$ cat src/inc/omc_pkg.sv
package omc_pkg;

    // Clock rate and the cycle counts derived from it.
    localparam int CLK_HZ = 100_000_000;
    localparam int CYC_PER_US = CLK_HZ / 1_000_000;
    localparam int CYC_PER_MS = CLK_HZ / 1_000;

    // Timing figures in their own units.
    localparam int T_RESET_US = 10;
    localparam int T_SERIAL_MS = 300;
    localparam int T_WRITE_MS = 10;
    localparam int T_ON_MS = 1;
    localparam int T_FAULT_US = 100;

    // Least hold time of the disable pin that clears a latched fault.
    localparam int T_RESET_CYC = T_RESET_US * CYC_PER_US;
    // Longest times; the design uses them exactly as its bus-ready and write-busy delays.
    localparam int T_SERIAL_CYC = T_SERIAL_MS * CYC_PER_MS;
    localparam int T_WRITE_CYC = T_WRITE_MS * CYC_PER_MS;

    // Two-wire bus device addresses (7-bit) and the control byte.
    localparam logic [6:0] DEV_ADDR_ID = 7'h50;
    localparam logic [6:0] DEV_ADDR_DIAG = 7'h51;
    localparam logic [7:0] CTRL_STATUS_OFS = 8'h6e;
    localparam logic [7:0] CTRL_STATUS_RST = 8'h00;

    // Field positions in the control/status byte.
    localparam int BIT_HW_DISABLE = 7;
    localparam int BIT_SOFT_DISABLE = 6;
    localparam int BIT_TX_FAULT = 2;
    localparam int BIT_RX_LOST = 1;
    localparam int BIT_DATA_READY = 0;

    // Synchronised input vector layout.
    localparam int SYN_W = 5;
    localparam int SYN_SCL = 0;
    localparam int SYN_SDA = 1;
    localparam int SYN_TXDIS = 2;
    localparam int SYN_FAULT = 3;
    localparam int SYN_SIGDET = 4;

    typedef enum logic [8:0] {
        ST_IDLE      = 9'h001,
        ST_ADDR      = 9'h002,
        ST_ADDR_ACK  = 9'h004,
        ST_WADDR     = 9'h008,
        ST_WADDR_ACK = 9'h010,
        ST_WDATA     = 9'h020,
        ST_WDATA_ACK = 9'h040,
        ST_RDATA     = 9'h080,
        ST_RDATA_ACK = 9'h100
    } omc_state_t;

endpackage : omc_pkg

$ cat src/rtl/omc_sync.sv
`timescale 1ns/1ps
// Three-stage synchroniser; the output follows only when stages two and three agree.
module omc_sync #(
    parameter int WIDTH = 1
) (
    // Clock and reset
    input wire logic clk_i,
    input wire logic rst_n_i,
    // Asynchronous inputs and filtered outputs
    input wire logic [WIDTH-1:0] async_i,
    output logic [WIDTH-1:0] sync_o
);
    for (genvar g = 0; g < WIDTH; g++) begin : g_bit
        logic s1_q, s2_q, s3_q, out_q;
        logic out_d;

        always_comb begin
            out_d = (s2_q == s3_q) ? s3_q : out_q;
        end

        always_ff @(posedge clk_i or negedge rst_n_i) begin
            if (!rst_n_i) begin
                s1_q <= 1'b0;
                s2_q <= 1'b0;
                s3_q <= 1'b0;
                out_q <= 1'b0;
            end else begin
                s1_q <= async_i[g];
                s2_q <= s1_q;
                s3_q <= s2_q;
                out_q <= out_d;
            end
        end

        assign sync_o[g] = out_q;
    end
endmodule : omc_sync

$ cat src/rtl/omc_ctrl.sv
`timescale 1ns/1ps
module omc_ctrl
    import omc_pkg::*;
#(
    parameter int SERIAL_READY_CYC = T_SERIAL_CYC,
    parameter int WRITE_BUSY_CYC = T_WRITE_CYC,
    parameter bit DIAG_MONITOR_OPTION = 1'b1
) (
    // Clock and reset
    input wire logic clk_i,
    input wire logic rst_n_i,
    // Module pins
    input wire logic tx_disable_i,
    output logic tx_fault_o,
    output logic receive_signal_lost_o,
    // Laser driver and receiver
    input wire logic laser_fault_i,
    input wire logic signal_detect_i,
    output logic laser_enable_o,
    // Two-wire management bus
    input wire logic scl_i,
    input wire logic sda_i,
    output logic sda_o,
    output logic sda_oe_n_o
);
    logic [SYN_W-1:0] syn;
    logic scl, sda, hw_dis, fault_in, sig_det;

    omc_sync #(.WIDTH(SYN_W)) u_sync (
        .clk_i(clk_i),
        .rst_n_i(rst_n_i),
        // The bus lines idle high; passing them inverted makes the synchroniser's reset
        // value match that idle level, so no false bus edge follows reset.
        .async_i({signal_detect_i, laser_fault_i, tx_disable_i, ~sda_i, ~scl_i}),
        .sync_o(syn)
    );

    assign scl = !syn[SYN_SCL];
    assign sda = !syn[SYN_SDA];
    assign hw_dis = syn[SYN_TXDIS];
    assign fault_in = syn[SYN_FAULT];
    assign sig_det = syn[SYN_SIGDET];

    // Power-on, fault and laser state.
    logic [31:0] por_cnt_q, por_cnt_d;
    logic [31:0] hold_cnt_q, hold_cnt_d;
    logic [31:0] busy_cnt_q, busy_cnt_d;
    logic bus_ready_q, bus_ready_d;
    logic fault_q, fault_d;
    logic laser_en_q, laser_en_d;
    logic los_q, los_d;
    logic soft_dis_q, soft_dis_d;
    logic fault_clear;
    logic apply_write;

    always_comb begin
        por_cnt_d = por_cnt_q;
        bus_ready_d = bus_ready_q;
        if (!bus_ready_q) begin
            por_cnt_d = por_cnt_q + 32'h1;
            bus_ready_d = (por_cnt_q >= 32'(SERIAL_READY_CYC - 1));
        end
        // The pin must stay high a full hold time before the latch may clear.
        hold_cnt_d = hw_dis ? hold_cnt_q : 32'h0;
        if (hw_dis && hold_cnt_q < 32'(T_RESET_CYC)) begin
            hold_cnt_d = hold_cnt_q + 32'h1;
        end
        fault_clear = hw_dis && (hold_cnt_q >= 32'(T_RESET_CYC));
        // A fault still present during the clear wins, so it is reported again.
        fault_d = fault_in ? 1'b1 : (fault_clear ? 1'b0 : fault_q);
        laser_en_d = !hw_dis && !soft_dis_q && !fault_d;
        los_d = !sig_det;
        busy_cnt_d = (busy_cnt_q != 32'h0) ? busy_cnt_q - 32'h1 : 32'h0;
        if (apply_write) begin
            busy_cnt_d = 32'(WRITE_BUSY_CYC);
        end
    end

    always_ff @(posedge clk_i or negedge rst_n_i) begin
        if (!rst_n_i) begin
            por_cnt_q <= 32'h0;
            bus_ready_q <= 1'b0;
            hold_cnt_q <= 32'h0;
            fault_q <= 1'b0;
            laser_en_q <= 1'b0;
            los_q <= 1'b1;
            busy_cnt_q <= 32'h0;
        end else begin
            por_cnt_q <= por_cnt_d;
            bus_ready_q <= bus_ready_d;
            hold_cnt_q <= hold_cnt_d;
            fault_q <= fault_d;
            laser_en_q <= laser_en_d;
            los_q <= los_d;
            busy_cnt_q <= busy_cnt_d;
        end
    end

    assign tx_fault_o = fault_q;
    assign receive_signal_lost_o = los_q;
    assign laser_enable_o = laser_en_q;

    // Control/status byte as seen by the host.
    logic [7:0] ctrl_status;
    always_comb begin
        ctrl_status = CTRL_STATUS_RST;
        ctrl_status[BIT_HW_DISABLE] = hw_dis;
        ctrl_status[BIT_SOFT_DISABLE] = soft_dis_q;
        ctrl_status[BIT_TX_FAULT] = fault_q;
        ctrl_status[BIT_RX_LOST] = los_q;
        ctrl_status[BIT_DATA_READY] = bus_ready_q && DIAG_MONITOR_OPTION;
    end

    // Two-wire slave.
    omc_state_t state_q, state_d;
    logic scl_prev_q, sda_prev_q;
    logic [3:0] cnt_q, cnt_d;
    logic [7:0] shift_q, shift_d;
    logic [7:0] ptr_q, ptr_d;
    logic diag_q, diag_d;
    logic rw_q, rw_d;
    logic drv_q, drv_d;
    logic wr_seen_q, wr_seen_d;
    logic soft_pend_q, soft_pend_d;
    logic scl_rise, scl_fall, start_c, stop_c, addr_hit;
    logic [7:0] rd_byte;

    always_comb begin
        scl_rise = scl && !scl_prev_q;
        scl_fall = !scl && scl_prev_q;
        start_c = scl && scl_prev_q && sda_prev_q && !sda;
        stop_c = scl && scl_prev_q && !sda_prev_q && sda;
        // Reads at the pointer plus one serve the byte after an acknowledged read.
        rd_byte = (diag_q && 8'(ptr_q + 8'h1) == CTRL_STATUS_OFS) ? ctrl_status : 8'h00;
        addr_hit = bus_ready_q && (busy_cnt_q == 32'h0) &&
            (shift_q[7:1] == DEV_ADDR_ID || shift_q[7:1] == DEV_ADDR_DIAG);
        state_d = state_q;
        cnt_d = cnt_q;
        shift_d = shift_q;
        ptr_d = ptr_q;
        diag_d = diag_q;
        rw_d = rw_q;
        drv_d = drv_q;
        wr_seen_d = wr_seen_q;
        soft_pend_d = soft_pend_q;
        apply_write = 1'b0;
        soft_dis_d = soft_dis_q;
        if (start_c) begin
            state_d = ST_ADDR;
            cnt_d = 4'h0;
            drv_d = 1'b0;
        end else if (stop_c) begin
            state_d = ST_IDLE;
            drv_d = 1'b0;
            if (wr_seen_q) begin
                apply_write = 1'b1;
                soft_dis_d = soft_pend_q;
                wr_seen_d = 1'b0;
            end
        end else if (scl_rise) begin
            unique case (state_q)
                ST_ADDR, ST_WADDR, ST_WDATA: begin
                    shift_d = {shift_q[6:0], sda};
                    cnt_d = cnt_q + 4'h1;
                end
                ST_RDATA: cnt_d = cnt_q + 4'h1;
                ST_RDATA_ACK: if (sda) state_d = ST_IDLE;
                ST_IDLE, ST_ADDR_ACK, ST_WADDR_ACK, ST_WDATA_ACK: ;
            endcase
        end else if (scl_fall) begin
            unique case (state_q)
                ST_ADDR: if (cnt_q == 4'h8) begin
                    state_d = addr_hit ? ST_ADDR_ACK : ST_IDLE;
                    drv_d = addr_hit;
                    diag_d = shift_q[1];
                    rw_d = shift_q[0];
                end
                ST_ADDR_ACK: begin
                    cnt_d = 4'h0;
                    if (rw_q) begin
                        shift_d = (diag_q && ptr_q == CTRL_STATUS_OFS) ? ctrl_status : 8'h00;
                        drv_d = !shift_d[7];
                        state_d = ST_RDATA;
                    end else begin
                        drv_d = 1'b0;
                        state_d = ST_WADDR;
                    end
                end
                ST_WADDR: if (cnt_q == 4'h8) begin
                    ptr_d = shift_q;
                    drv_d = 1'b1;
                    state_d = ST_WADDR_ACK;
                end
                ST_WDATA: if (cnt_q == 4'h8) begin
                    if (diag_q && ptr_q == CTRL_STATUS_OFS) begin
                        soft_pend_d = shift_q[BIT_SOFT_DISABLE];
                    end
                    wr_seen_d = 1'b1;
                    ptr_d = ptr_q + 8'h1;
                    drv_d = 1'b1;
                    state_d = ST_WDATA_ACK;
                end
                ST_WADDR_ACK, ST_WDATA_ACK: begin
                    soft_pend_d = (state_q == ST_WADDR_ACK) ? soft_dis_q : soft_pend_q;
                    cnt_d = 4'h0;
                    drv_d = 1'b0;
                    state_d = ST_WDATA;
                end
                ST_RDATA: if (cnt_q == 4'h8) begin
                    drv_d = 1'b0;
                    state_d = ST_RDATA_ACK;
                end else begin
                    drv_d = !shift_q[3'(4'h7 - cnt_q)];
                end
                ST_RDATA_ACK: begin
                    ptr_d = ptr_q + 8'h1;
                    shift_d = rd_byte;
                    cnt_d = 4'h0;
                    drv_d = !rd_byte[7];
                    state_d = ST_RDATA;
                end
                ST_IDLE: ;
            endcase
        end
    end

    always_ff @(posedge clk_i or negedge rst_n_i) begin
        if (!rst_n_i) begin
            state_q <= ST_IDLE;
            scl_prev_q <= 1'b1;
            sda_prev_q <= 1'b1;
            cnt_q <= 4'h0;
            shift_q <= 8'h00;
            ptr_q <= 8'h00;
            diag_q <= 1'b0;
            rw_q <= 1'b0;
            drv_q <= 1'b0;
            wr_seen_q <= 1'b0;
            soft_pend_q <= 1'b0;
            soft_dis_q <= 1'b0;
        end else begin
            state_q <= state_d;
            scl_prev_q <= scl;
            sda_prev_q <= sda;
            cnt_q <= cnt_d;
            shift_q <= shift_d;
            ptr_q <= ptr_d;
            diag_q <= diag_d;
            rw_q <= rw_d;
            drv_q <= drv_d;
            wr_seen_q <= wr_seen_d;
            soft_pend_q <= soft_pend_d;
            soft_dis_q <= soft_dis_d;
        end
    end

    // Open drain: the module only ever pulls the line low.
    assign sda_o = 1'b0;
    assign sda_oe_n_o = !drv_q;

endmodule : omc_ctrl

$ cat config.mk
export PLATFORM = sky130hd
export DESIGN_NAME = omc_ctrl
export DESIGN_NICKNAME = d
export VERILOG_FILES = /design/src/inc/omc_pkg.sv /design/src/rtl/omc_sync.sv /design/src/rtl/omc_ctrl.sv
export SDC_FILE = /design/constraint.sdc
export NUM_CORES = 1
export LEC_CHECK = 0
export BUFFER_PORTS_ARGS = -buffer_cell sky130_fd_sc_hd__buf_2
export CAP_MARGIN = 20
export CORE_MARGIN = 5
export CORE_UTILIZATION = 60
export DETAILED_ROUTE_END_ITERATION = 8
export GPL_TIMING_DRIVEN = 0
export PLACE_DENSITY = 0.77
export SYNTH_ARGS = -nofsm -noshare
export SYNTH_HDL_FRONTEND = slang
export SYNTH_SLANG_ARGS = --single-unit
$ cat constraint.sdc
create_clock -name clk_i -period 4 [get_ports clk_i]
set_clock_uncertainty 0.1 [all_clocks]
set_input_delay 0.6 -clock clk_i [delete_from_list [all_inputs] [get_ports clk_i]]
set_output_delay 0.6 -clock clk_i [all_outputs]
set_load 0.1 [all_outputs]
# [Yosys cells after proc, flatten, opt, wreduce, memory -nomap -nowiden]
# Index checks and enable logic that the tools add are counted.
[totals] reg_bits=157 inputBits=7 out_inout_bits=5 wordCells=206
[classes] add_sub_neg=6 order_cmp=4 n_eq_ne=37 n_mux=58 bitwise_logic=5 reduce_logical=57
[op_table] cell="32-bit 2-to-1 mux" count=4
[op_table] cell="9-bit 2-to-1 mux" count=10
[op_table] cell="8-bit 2-to-1 mux" count=9
[op_table] cell="32-bit by 1-bit adder with 32-bit output (second input constant)" count=2
[op_table] cell="9-bit one-hot mux with 7 select lines" count=1
[op_table] cell="32-bit by 10-bit greater-or-equal comparator with 1-bit output (second input constant)" count=1
[op_table] cell="32-bit by 25-bit greater-or-equal comparator with 1-bit output (second input constant)" count=1
[op_table] cell="32-bit logical NOT" count=1
[op_table] cell="32-bit by 10-bit less-than comparator with 1-bit output (second input constant)" count=1
[op_table] cell="32-bit nonzero test" count=1
[op_table] cell="32-bit by 1-bit subtractor with 32-bit output (second input constant)" count=1
[op_table] cell="4-bit 2-to-1 mux" count=6
[op_table] cell="8-bit one-hot mux with 3 select lines" count=1
[op_table] cell="1-bit 2-to-1 mux" count=22
[op_table] cell="5-bit inequality test (second input constant)" count=4
[op_table] cell="8-bit by 7-bit equality test with 1-bit output (second input constant)" count=2
[op_table] cell="8-bit one-hot mux with 2 select lines" count=1
[op_table] cell="8-bit AND reduction" count=2
[op_table] cell="1-bit logical AND" count=15
[op_table] cell="3-bit nonzero test" count=5
[op_table] cell="7-bit equality test (second input constant)" count=2
[op_table] cell="1-bit logical NOT" count=12
[op_table] cell="2-bit inequality test (second input constant)" count=6
[op_table] cell="6-bit AND reduction" count=2
[op_table] cell="37 further kinds" count=55

# [Longest topological paths before layout]
# Gate-level depths: netlist of run 1.
[depth] depth_word=10 ltp_mapped=9 mapped_depth_nobuf=8

# [Cells and area by module]
# Synthesis of run 1 repeated with hierarchy kept, for this count alone.
[unflattened] hier_cells=712 hier_area_um2=7569.8
[modules_own_cells] mod="omc_ctrl" n_inst=1 cells_each=682 area_per_inst_um2=6975.4 seq_area_each_um2=3433.3
[modules_own_cells] mod="omc_sync" n_inst=1 cells_each=30 area_per_inst_um2=594.3 seq_area_each_um2=500.5

# [Worst setup path after synthesis of run 1]
# OpenSTA, ideal clock, no wires.
[synth_path] path_type="register -> register" startpoint="reg state_q[1]" endpoint="reg cnt_q[0]" setup_ns=0.125 arrival_ns=2.336 required_time_ns=3.775 path_slack_ns=1.440 path_stages_with_launch=7 path_buffers=0 period_less_slack_ns=2.560 path_cell_list="dfrtp_1 -> or4_4 -> or3_1 -> o31a_1 -> a221oi_4 -> o21ai_2 -> mux2_2"
[synth_via] elab_chain_len=4 elab_cells_between_ends=13 cone_classes="9 x eq/ne; 4 x reduce/logical"
[synth_rtl] element="start, declared" line="omc_ctrl.sv:115" source="omc_state_t state_q, state_d;"
[synth_rtl] element="start signal, assigned" line="omc_ctrl.sv:242" source="state_q <= state_d;"
[synth_rtl] element="9-bit by 8-bit equality test with 1-bit output, or another cell as far along" line="omc_ctrl.sv:161" source="unique case (state_q)"
[synth_rtl] element="4-bit OR reduction (no line)"
[synth_rtl] element="3-bit by 2-bit inequality test with 1-bit output (no line) or 3-bit nonzero test (tied branches)"
[synth_rtl] element="4-bit AND reduction (no line) *"
[synth_rtl] element="end signal, assigned" line="omc_ctrl.sv:245" source="cnt_q <= cnt_d;"
[synth_rtl] element="end, declared" line="omc_ctrl.sv:117" source="logic [3:0] cnt_q, cnt_d;"
# Mark *: on every way between the ends. The rest lies on a longest branch, timed or not.
# A chain may end at the register's enable or synchronous reset.

# [Worst setup path in the final report of run 1]
[layout_path] startpoint="reg state_q[1]" endpoint="reg ptr_q[5]"
[layout_via] elab_chain_len=3 elab_cells_between_ends=8 cone_classes="5 x eq/ne; 1 x mux; 2 x reduce/logical"
[layout_rtl] element="9-bit by 4-bit equality test with 1-bit output, or another cell as far along" line="omc_ctrl.sv:171" source="unique case (state_q)"
[layout_rtl] element="2-bit inequality test (no line) or 3-bit nonzero test (tied branches)"
[layout_rtl] element="7-bit AND reduction (no line)"
[layout_rtl] element="end signal, assigned" line="omc_ctrl.sv:247" source="ptr_q <= ptr_d;"
[layout_rtl] element="end, declared" line="omc_ctrl.sv:119" source="logic [7:0] ptr_q, ptr_d;"
# Parallel ways exist; a longest one is shown, timed or not.

==> results of run 1 <==
## registers in the layout, indices dropped and copies added, names as in the netlist, 4 cells and up
register and cells:
busy_cnt_q 32, shift_q 8, u_sync.g_bit.s1_q 5, hold_cnt_q 32
u_sync.g_bit.s2_q 5, state_q 9, ptr_q 8, cnt_q 4
u_sync.g_bit.s3_q 5, u_sync.g_bit.out_q 5, por_cnt_q 32
## how the worst min path moves through the flow
stage / from / to / slack (ps) / cells after the start
finish: rst_n_i / busy_cnt_q[13] / 190 / 1
global route: tx_disable_i / u_sync.g_bit[2].s1_q / 160 / 1
CTS: tx_disable_i / u_sync.g_bit[2].s1_q / 170 / 1
detailed placement: u_sync.g_bit[4].s1_q / u_sync.g_bit[4].s2_q / 230 / 0
global placement: u_sync.g_bit[4].s1_q / u_sync.g_bit[4].s2_q / 230 / 0
floorplan: rst_n_i / bus_ready_q / 200 / 0
## critical path, stage by stage (launching register included)
cell and delay [ps]:
dfrtp_1 470, or4_4 600, nor4b_1 500, clkbuf_1 460, clkbuf_1 390, o21ai_0 170
a2bb2oi_1 170
## synthesized netlist by cell type, types with 17 or more instances
cell type	instances	area [µm²]
nor3_1	18	90.1
o21ai_0	20	100
nand2_1	51	191
clkbuf_1	17	63.8
inv_1	26	97.6
xnor2_1	51	447
nor2_1	69	259
and2_1	36	225
xor2_1	25	219
nand4_1	19	119
nor4_1	21	131
nand3_1	29	145
dfrtp_1	153	3830
## cell usage in the layout (no fill, tap or decap), types with 5 or more instances in the layout
cell type,netlist,layout
mux2i_1,8,8
dfrtp_1,153,153
xnor2_1,51,51
nor4_1,21,21
nor2_1,69,69
o21ai_0,20,20
a21oi_1,12,12
nor3_1,18,18
and3_1,10,10
buf_2,2,11
a211oi_1,5,5
or3_1,6,6
ha_1,13,13
clkbuf_1,17,17
maj3_1,5,5
o31ai_1,6,6
nand2_1,51,51
nand3_1,29,29
inv_1,26,26
nand4_1,19,19
nor2b_1,6,6
mux2_2,9,9
clkbuf_16,0,17
xor2_1,25,25
and2_1,36,36
## report_power, final
group | switching [µW] | internal [µW]
sequential | 92.1 | 1660
clock | 661 | 883
combinational | 232 | 150
## layer usage
layer | vias up | global-route usage | wire (µm)
li1 | 2561 | - | -
met1 | 2708 | 0.287 | 6680
met2 | 127 | 0.359 | 7410
met3 | 18 | 0.0571 | 667
met4 | 0 | 0.0714 | 229
met5 | - | 0 | 0
## layout make-up
class,count,share of cell area
Sequential cell,157,0.469
Multi-Input combinational cell,503,0.404
Clock buffer,18,0.0524
Tap cell,172,0.0257
Clock inverter,13,0.0154
Buffer,24,0.0119
Inverter,26,0.0116
Timing Repair Buffer,11,0.00999
## metrics by stage
step / utilization / setup slack (ps) / total power [µW] / hold slack (ps) / std cells
finish: 0.673 / 1060 / 3680 / 187 / 924
global route: 0.673 / 801 / 3820 / 161 / 924
CTS: 0.673 / 1090 / 3700 / 170 / 924
detailed placement: 0.627 / 1100 / 2150 / 235 / 893
global placement: 0.625 / 51.9 / 2130 / 232 / 892
floorplan: - / 1440 / 2020 / 204 / 710
## kinds of logic after synthesis
family / Yosys count / synth area share
AO/OA/AOI/OAI: 91 / 0.0887
XOR/XNOR: 76 / 0.0885
adder cells (fa/ha/maj): 18 / 0.0283
buffers and inverters: 50 / 0.0263
flip-flops: 157 / 0.523
multiplexers: 19 / 0.0301
other: 1 / 0.000499
AND/OR/NAND/NOR: 298 / 0.215
==> run_results.csv, run 1 <==
group,metric,value,unit
run_status,outcome,"complete, no violations",
setup_path,critPathCapture,"ptr_q[5]",
worst_hold_path,hold_path.class,"input pin to asynchronous set/reset pin",
power_and_ir_drop,leakage,0.00394,µW
global_route,grt_util_all_layers,0.219,
clock_tree,post_cts_buffers,0,
detailed_routing,ant_nets,0,
logic_synthesis,syn_inst,710,
timing,slew_violations,0,
clock_tree,path_clk_slew,60,ps
setup_path,path_max_fanout,10,
clock_tree,cts-htree-levels,4,
logic_synthesis,yosysSeqAreaShare,0.523,
place,place_congestion,0.841,
global_route,grt_pass1_vias,5444,
run,max_cap_viol_count,0,
clock_tree,root_buffer,"clkbuf_16",
global_route,grt_pass1_wl,26.2,mm
timing,rsz0062_at_grt,"false",
place,place_area,7820,µm²
floorplanning,pin_count,12,
detailed_routing,firstDrtPassIters,5,
global_route,antenna_found_initial,0,
timing,relSlewSlack,0.388,
timing,max_freq,0.340,GHz
clock_tree,postCtsHoldBufs,0,
floorplanning,coreArea,12500,µm²
clock_tree,clock-sinks,157,
floorplanning,dieHeight,122,µm
setup_path,criticalPathCategory,"register to register",
finish,insertedDiodeCount,0,
setup_path,r2r_cells,6,
logic_synthesis,avgSynthCellArea,10.6,µm²
logic_synthesis,synth_seq_cells,157,
global_route,grt_max_degree,97,
timing,setup_viol,0,
clock_tree,cts_buffers,17,
logic_synthesis,async_flop_share,1.00,
detailed_routing,drt_iter0_drc,380,
finish,drive_gt1_frac,0.110,
floorplanning,die_w,122,µm
finish,nets,760,
finish,ff_latch_area,3930,µm²
logic_synthesis,synthFlopType,"dfrtp_1",
setup_path,r2r_end,"ptr_q[5]",
floorplanning,start_util,0.603,
timing,period_share,0.734,
finish,stdcell_area,8390,µm²
clock_tree,cts_max_path_buffers,2,
finish,syn_to_final_growth,11.5,%
power_and_ir_drop,power.density,438,nW/µm²
timing,tightest_slew,911,ps
clock_tree,clk_latency,420,ps
finish,fill_cells,946,
place,dp_hpwl,10.0,mm
floorplanning,die-area,14900,µm²
setup_path,endpoint_kind,"register",
floorplanning,fp-row-count,41,
setup_path,ff2ff_setup_slack,1060,ps
detailed_routing,drc_errors,0,
setup_path,crit_path_start_kind,"register",
global_route,grt-ovfl-total,0,
finish,multi_input_area,3390,µm²
logic_synthesis,syn-num-nets,730,
setup_path,worstPathRequired,4240,ps
place,io_buffers,10,
setup_path,r2r-start,"state_q[1]",
logic_synthesis,syn_area,7520,µm²
timing,finalHoldViolations,0,
timing,fin_setup_tns,0,ps
detailed_routing,postRouteWirelength,15.0,mm
setup_path,startpoint,"state_q[1]",
setup_path,cp.arrival,3180,ps
logic_synthesis,synth_edf_count,0,
detailed_routing,dr_total_vias,5414,
clock_tree,cts_resized,0,
detailed_routing,drt-wirelength-per-cell,16.2,µm
logic_synthesis,yosysWarningCount,0,
power_and_ir_drop,irDropWorstVdd,0.401,mV
logic_synthesis,synth.distinct_cells,71,
timing,fin_crit,2940,ps
detailed_routing,viasPerCell,5.86,
clock_tree,tritoncts,"built",
Note: power is estimated with default switching activity, not from simulation.
==> run 2: changes to the inputs <==
==> constraint.sdc (replaced) <==
create_clock -name clk_i -period 3 [get_ports clk_i]
set_clock_uncertainty 0.1 [all_clocks]
set_input_delay 0.45 -clock clk_i [delete_from_list [all_inputs] [get_ports clk_i]]
set_output_delay 0.45 -clock clk_i [all_outputs]
set_load 0.1 [all_outputs]
==> run 2 against run 1 <==
  * Clock power rose by 34%
  * Clock-buffer cell count did not move
  * Maximum frequency is 3.1% higher
  * Final cell count unchanged
  * Combinational power is 37% higher
==> run_results.csv, run 2 (synthesized netlist as in run 1, its figures left out) <==
group,metric,value,unit
run,max_cap_viol_count,0,
power_and_ir_drop,power.density,584,nW/µm²
setup_path,worstPathRequired,3200,ps
finish,final_cell_mix,"dfrtp_1 (153), nor2_1 (69), nand2_1 (51), xnor2_1 (51), and2_1 (36)",
timing,fin_crit,2850,ps
floorplanning,die-area,14900,µm²
timing,period_share,0.950,
detailed_routing,drt_iter0_drc,352,
setup_path,cp_top_family,"simple AND/OR/NAND/NOR gates",
finish,insertedDiodeCount,0,
setup_path,path_buf_inv,0,
place,place_congestion,0.841,
floorplanning,coreArea,12500,µm²
global_route,grt_max_degree,97,
detailed_routing,viasPerCell,5.85,
finish,drive_gt1_frac,0.117,
detailed_routing,firstDrtPassIters,7,
power_and_ir_drop,irDropWorstVdd,0.535,mV
power_and_ir_drop,finalPower,4920,µW
timing,fin_setup_tns,0,ps
setup_path,crit_path_start_kind,"register",
finish,syn_to_final_growth,12.0,%
global_route,grt-ovfl-total,0,
floorplanning,die_w,122,µm
global_route,grt_pass1_wl,26.2,mm
setup_path,criticalPathCategory,"register to register",
timing,tightest_slew,865,ps
clock_tree,cts_max_path_buffers,2,
floorplanning,start_util,0.603,
floorplanning,fp-row-count,41,
finish,fill_cells,945,
finish,nets,760,
setup_path,cp.arrival,3050,ps
timing,setup_viol,0,
global_route,antenna_found_initial,0,
clock_tree,cts_buffers,17,
detailed_routing,ant_nets,0,
detailed_routing,postRouteWirelength,15.0,mm
place,io_buffers,10,
clock_tree,cts-htree-levels,4,
detailed_routing,drc_errors,0,
global_route,grt_util_all_layers,0.219,
setup_path,crit_slowest_cell,"or4_4",
timing,slew_violations,0,
clock_tree,clk_latency,420,ps
floorplanning,dieHeight,122,µm
global_route,grt_pass1_vias,5444,
timing,setup_ws,150,ps
clock_tree,tritoncts,"built",
setup_path,path_max_fanout,7,
power_and_ir_drop,leakage,0.00395,µW
run_status,outcome,"complete, no violations",
finish,stdcell_area,8420,µm²
clock_tree,clock-sinks,157,
place,place_area,7820,µm²
detailed_routing,dr_total_vias,5408,
clock_tree,root_buffer,"clkbuf_16",
floorplanning,pin_count,12,
clock_tree,postCtsHoldBufs,0,
worst_hold_path,hold_path.class,"input pin to asynchronous set/reset pin",
setup_path,cp_cell_sequence,"or4_4 -> or3_1 -> o31a_1 -> a221oi_4 -> o21ai_2 -> mux2_2",
clock_tree,post_cts_buffers,0,
setup_path,max_stage_delay,610,ps
detailed_routing,drt-wirelength-per-cell,16.3,µm
timing,max_freq,0.351,GHz
place,pre_cts_ws,95.8,ps
place,dp_hpwl,10.0,mm
setup_path,endpoint_kind,"register",
timing,finalHoldViolations,0,
timing,rsz0062_at_grt,"false",
finish,final_common_cell,"dfrtp_1",
timing,relSlewSlack,0.423,
finish,reg_top3,"busy_cnt_q (32), hold_cnt_q (32), por_cnt_q (32)",
clock_tree,path_clk_slew,60,ps
-- run 2: cell types whose count changed in the layout (fill, tap and decap cells not counted) --
cell / delta
o221ai_2: -1
nor3_1: -1
nor4b_1: -2
nor3_2: +1
nor4_2: +1
nor4b_2: +2
nor4_1: -1
o221ai_4: +1
clkbuf_2: +1
clkbuf_1: -1
-- run 2: final cells by class --
class | instances | area, µm² | area share
Timing Repair Buffer | 11 | 83.8 | 0.00995
Buffer | 24 | 101 | 0.0120
Sequential cell | 157 | 3930 | 0.467
Multi-Input combinational cell | 503 | 3420 | 0.407
Tap cell | 172 | 215 | 0.0255
Clock buffer | 18 | 439 | 0.0521
Clock inverter | 13 | 129 | 0.0153
Inverter | 26 | 97.6 | 0.0116
-- run 2: through the flow --
stage | std cells | utilization | hold WS, ps
final | 924 | 0.676 | 29.8
after global routing | 924 | 0.676 | 11.1
after floorplan | 710 | - | 54.4
after global placement | 892 | 0.625 | 232
after detailed placement | 893 | 0.627 | 235
after CTS | 924 | 0.673 | 20.4
-- run 2: what timing repair did --
item,CTS,global route
resized for setup,0,7
endpoints found under the setup margin,0,14
hold endpoints to repair,0,0
-- run 2: report_power, final --
part | total [µW] | switching (µW) | internal (µW)
Combinational | 522 | 317 | 205
Sequential | 2330 | 122 | 2210
Clock | 2070 | 888 | 1180
-- run 2: worst paths after layout --
kind                                            from                    to  slack (ps)  cells past startpoint
worst max-delay path                      state_q[1]              cnt_q[0]         150                      6
worst min-delay path                         rst_n_i        busy_cnt_q[13]          30                      1
worst max register to register            state_q[1]              cnt_q[0]         150                      6
worst min register to register  u_sync.g_bit[4].s1_q  u_sync.g_bit[4].s2_q         250                      0
max in group asynchronous                    rst_n_i            sda_prev_q        1970                      2
min in group clk_i                      tx_disable_i  u_sync.g_bit[2].s1_q          40                      1
-- run 2: worst register-to-register path: stages (launching register included) --
cell      delay [ps]
dfrtp_1          470
or4_4            610
or3_1            360
o31a_1           390
a221oi_4         430
o21ai_2          100
mux2_2           270
-- run 2: layer usage --
metal	GRT usage	up-vias	wire (µm)
li1	-	2566	-
met2	0.359	132	7340
met5	0	-	0
met1	0.287	2684	6700
met4	0.0714	0	306
met3	0.0571	26	668
==> run 3: changes to the inputs <==
--- a/config.mk
+++ b/config.mk
@@ -8,10 +8,10 @@
 export BUFFER_PORTS_ARGS = -buffer_cell sky130_fd_sc_hd__buf_2
 export CAP_MARGIN = 20
 export CORE_MARGIN = 5
-export CORE_UTILIZATION = 60
+export CORE_UTILIZATION = 57
 export DETAILED_ROUTE_END_ITERATION = 8
 export GPL_TIMING_DRIVEN = 0
-export PLACE_DENSITY = 0.77
+export PLACE_DENSITY = 0.76
 export SYNTH_ARGS = -nofsm -noshare
 export SYNTH_HDL_FRONTEND = slang
 export SYNTH_SLANG_ARGS = --single-unit
==> constraint.sdc (replaced) <==
create_clock -name clk_i -period 2.5 [get_ports clk_i]
set_clock_uncertainty 0.1 [all_clocks]
set_input_delay 0.375 -clock clk_i [delete_from_list [all_inputs] [get_ports clk_i]]
set_output_delay 0.375 -clock clk_i [all_outputs]
set_load 0.1 [all_outputs]
==> run 3 against run 2 <==
  * The flow now finishes with violations (negative setup slack)
  * Power increased by 29%
  * Highest routed layer unchanged
  * Worst hold slack better by 220 ps
  * Critical path depth unchanged
  * First-iteration DRC count grew 55%
  * Largest power group unchanged
  * Die area is 4.8% higher
  * Combinational power increased by 68%
  * Register-to-register slack got worse by 280 ps
==> run_results.csv, run 3 (synthesized netlist as in run 1, its figures left out) <==
group,metric,value,unit
place,io_buffers,10,
finish,layoutNonFillerInstCount,969,
power_and_ir_drop,clkPwrFrac,0.424,
worst_hold_path,hold_path.class,"register to register",
clock_tree,tritoncts,"built",
global_route,antenna_found_initial,0,
power_and_ir_drop,p_switching,1610,µW
detailed_routing,drt_iter0_drc,547,
global_route,grt_pass1_wl,27.0,mm
clock_tree,cts-htree-levels,4,
detailed_routing,drc_errors,0,
setup_path,crit_slowest_cell,"or4_4",
timing,max_freq,0.380,GHz
detailed_routing,met1_length,7.23,mm
global_route,grt_util_all_layers,0.212,
setup_path,criticalPathCategory,"register to register",
detailed_routing,firstDrtPassIters,4,
floorplanning,dieHeight,125,µm
floorplanning,coreArea,13100,µm²
clock_tree,clk_latency,430,ps
setup_path,max_stage_delay,530,ps
timing,setup_ws,-133,ps
setup_path,cp.arrival,2830,ps
finish,final_cell_mix,"dfrtp_1 (147), xnor2_1 (51), nor2_1 (47)",
place,pre_cts_ws,-474,ps
finish,final_util,0.709,
floorplanning,pin_count,12,
detailed_routing,viasPerCell,5.94,
floorplanning,fp-row-count,42,
setup_path,cp_cell_sequence,"or4_4 -> or3_4 -> o31a_1 -> a221oi_4 -> mux2i_1 -> o21ai_1",
setup_path,crit_path_start_kind,"register",
detailed_routing,top_layer_used,"met4",
setup_path,cp_top_family,"simple AND/OR/NAND/NOR gates",
finish,drive_gt1_frac,0.246,
timing,rsz0062_at_grt,"true",
timing,relSlewSlack,0.639,
detailed_routing,dr_total_vias,5756,
run_status,violations,"negative setup slack",
detailed_routing,wl_met2,8.59,mm
global_route,grt_max_degree,103,
clock_tree,cts_buffers,17,
detailed_routing,met3_length,846,µm
power_and_ir_drop,seq_power_share,0.438,
setup_path,path_max_fanout,4,
place,dp_hpwl,10.2,mm
global_route,grt_pass1_vias,5629,
finish,syn_to_final_growth,23.4,%
timing,fin_crit,2630,ps
clock_tree,path_clk_slew,60,ps
timing,setup_viol,46,
floorplanning,die_w,125,µm
power_and_ir_drop,comb_power_share,0.138,
run_status,outcome,"finished, violations left",
power_and_ir_drop,p_int,4730,µW
finish,insertedDiodeCount,0,
place,place_area,7830,µm²
finish,stdcell_area,9280,µm²
clock_tree,cts_max_path_buffers,2,
clock_tree,clock-sinks,157,
place,place_congestion,0.911,
power_and_ir_drop,power.density,683,nW/µm²
global_route,grt-ovfl-total,0,
power_and_ir_drop,irDropWorstVdd,0.478,mV
timing,tightest_slew,528,ps
finish,final_common_cell,"dfrtp_1",
timing,period_share,1.05,
setup_path,worstPathRequired,2690,ps
run,max_cap_viol_count,0,
floorplanning,die-area,15600,µm²
detailed_routing,ant_nets,0,
power_and_ir_drop,leakage,0.00431,µW
timing,finalHoldViolations,0,
power_and_ir_drop,switching_share,0.255,
detailed_routing,drt-wirelength-per-cell,17.7,µm
setup_path,endpoint_kind,"register",
finish,nets,801,
finish,reg_top3,"busy_cnt_q (32), hold_cnt_q (32), por_cnt_q (32)",
floorplanning,start_util,0.575,
timing,slew_violations,0,
place,dp_cells,897,
setup_path,path_buf_inv,0,
detailed_routing,postRouteWirelength,17.2,mm
clock_tree,root_buffer,"clkbuf_16",
run 3: cell count changes in the layout (fill, tap and decap cells not counted), sizes merged:
| cell | change |
|---|---|
| inv | -5 |
| clkinvlp | -2 |
| dlygate4sd3 | +6 |
| bufinv | +3 |
| buf | +37 |
| clkinv | +2 |
run 3: routing by layer:
layer / vias to the layer above / global-route usage
met3: 47 / 0.0506
met1: 2860 / 0.279
met2: 208 / 0.343
met5: - / 0
li1: 2641 / -
met4: 0 / 0.0804
run 3: what timing repair did:
action	CTS	global route
pin swaps	13	28
endpoints found under the setup margin	63	71
endpoints found under the hold margin	60	0
gates cloned	1	2
setup buffers	20	15
gates resized for setup	43	86
hold buffers	6	0
run 3: path summary, 6_finish.rpt:
kind / depth (start not counted) / to / slack (ps) / from
max: 6 / cnt_q[3] / -130 / state_q[3]
min: 0 / u_sync.g_bit[4].s2_q / 250 / u_sync.g_bit[4].s1_q
max reg2reg: 6 / cnt_q[3] / -130 / state_q[3]
min reg2reg: 0 / u_sync.g_bit[4].s2_q / 250 / u_sync.g_bit[4].s1_q
max in group asynchronous: 3 / receive_signal_lost_o / 1050 / rst_n_i
min in group asynchronous: 2 / busy_cnt_q[5] / 380 / rst_n_i
run 3: per-stage QoR:
step	TNS, ps	power [µW]	hold slack (ps)
3_5_place_dp	-15410	3430	235
6_report	-2710	6340	247
3_3_place_gp	-199420	3400	232
2_1_floorplan	-3.72	3230	-20.6
5_1_grt	-5640	6560	251
4_1_cts	-457	6260	246
run 3: power by group through the flow:
stage	combinational, µW	sequential [µW]	clock (µW)
global route	949	2790	2830
floorplan	431	2800	0
detailed placement	598	2830	0
finish	877	2780	2690
CTS	768	2770	2720
global placement	574	2830	0
run 3: final cells by class:
type / instances / area (µm²)
Tap cell: 176 / 220
Clock inverter: 11 / 165
Sequential cell: 157 / 3940
Fill cell: 870 / 3810
Multi-Input combinational cell: 503 / 3810
Clock buffer: 20 / 447
Inverter: 26 / 100
Buffer: 21 / 124
Timing Repair Buffer: 55 / 470
run 3: worst reg2reg max path, stage by stage, from the launching register on:
cell and delay [ps]:
dfrtp_1 430, or4_4 530, or3_4 360, o31a_1 320, a221oi_4 390, mux2i_1 280, o21ai_1 100
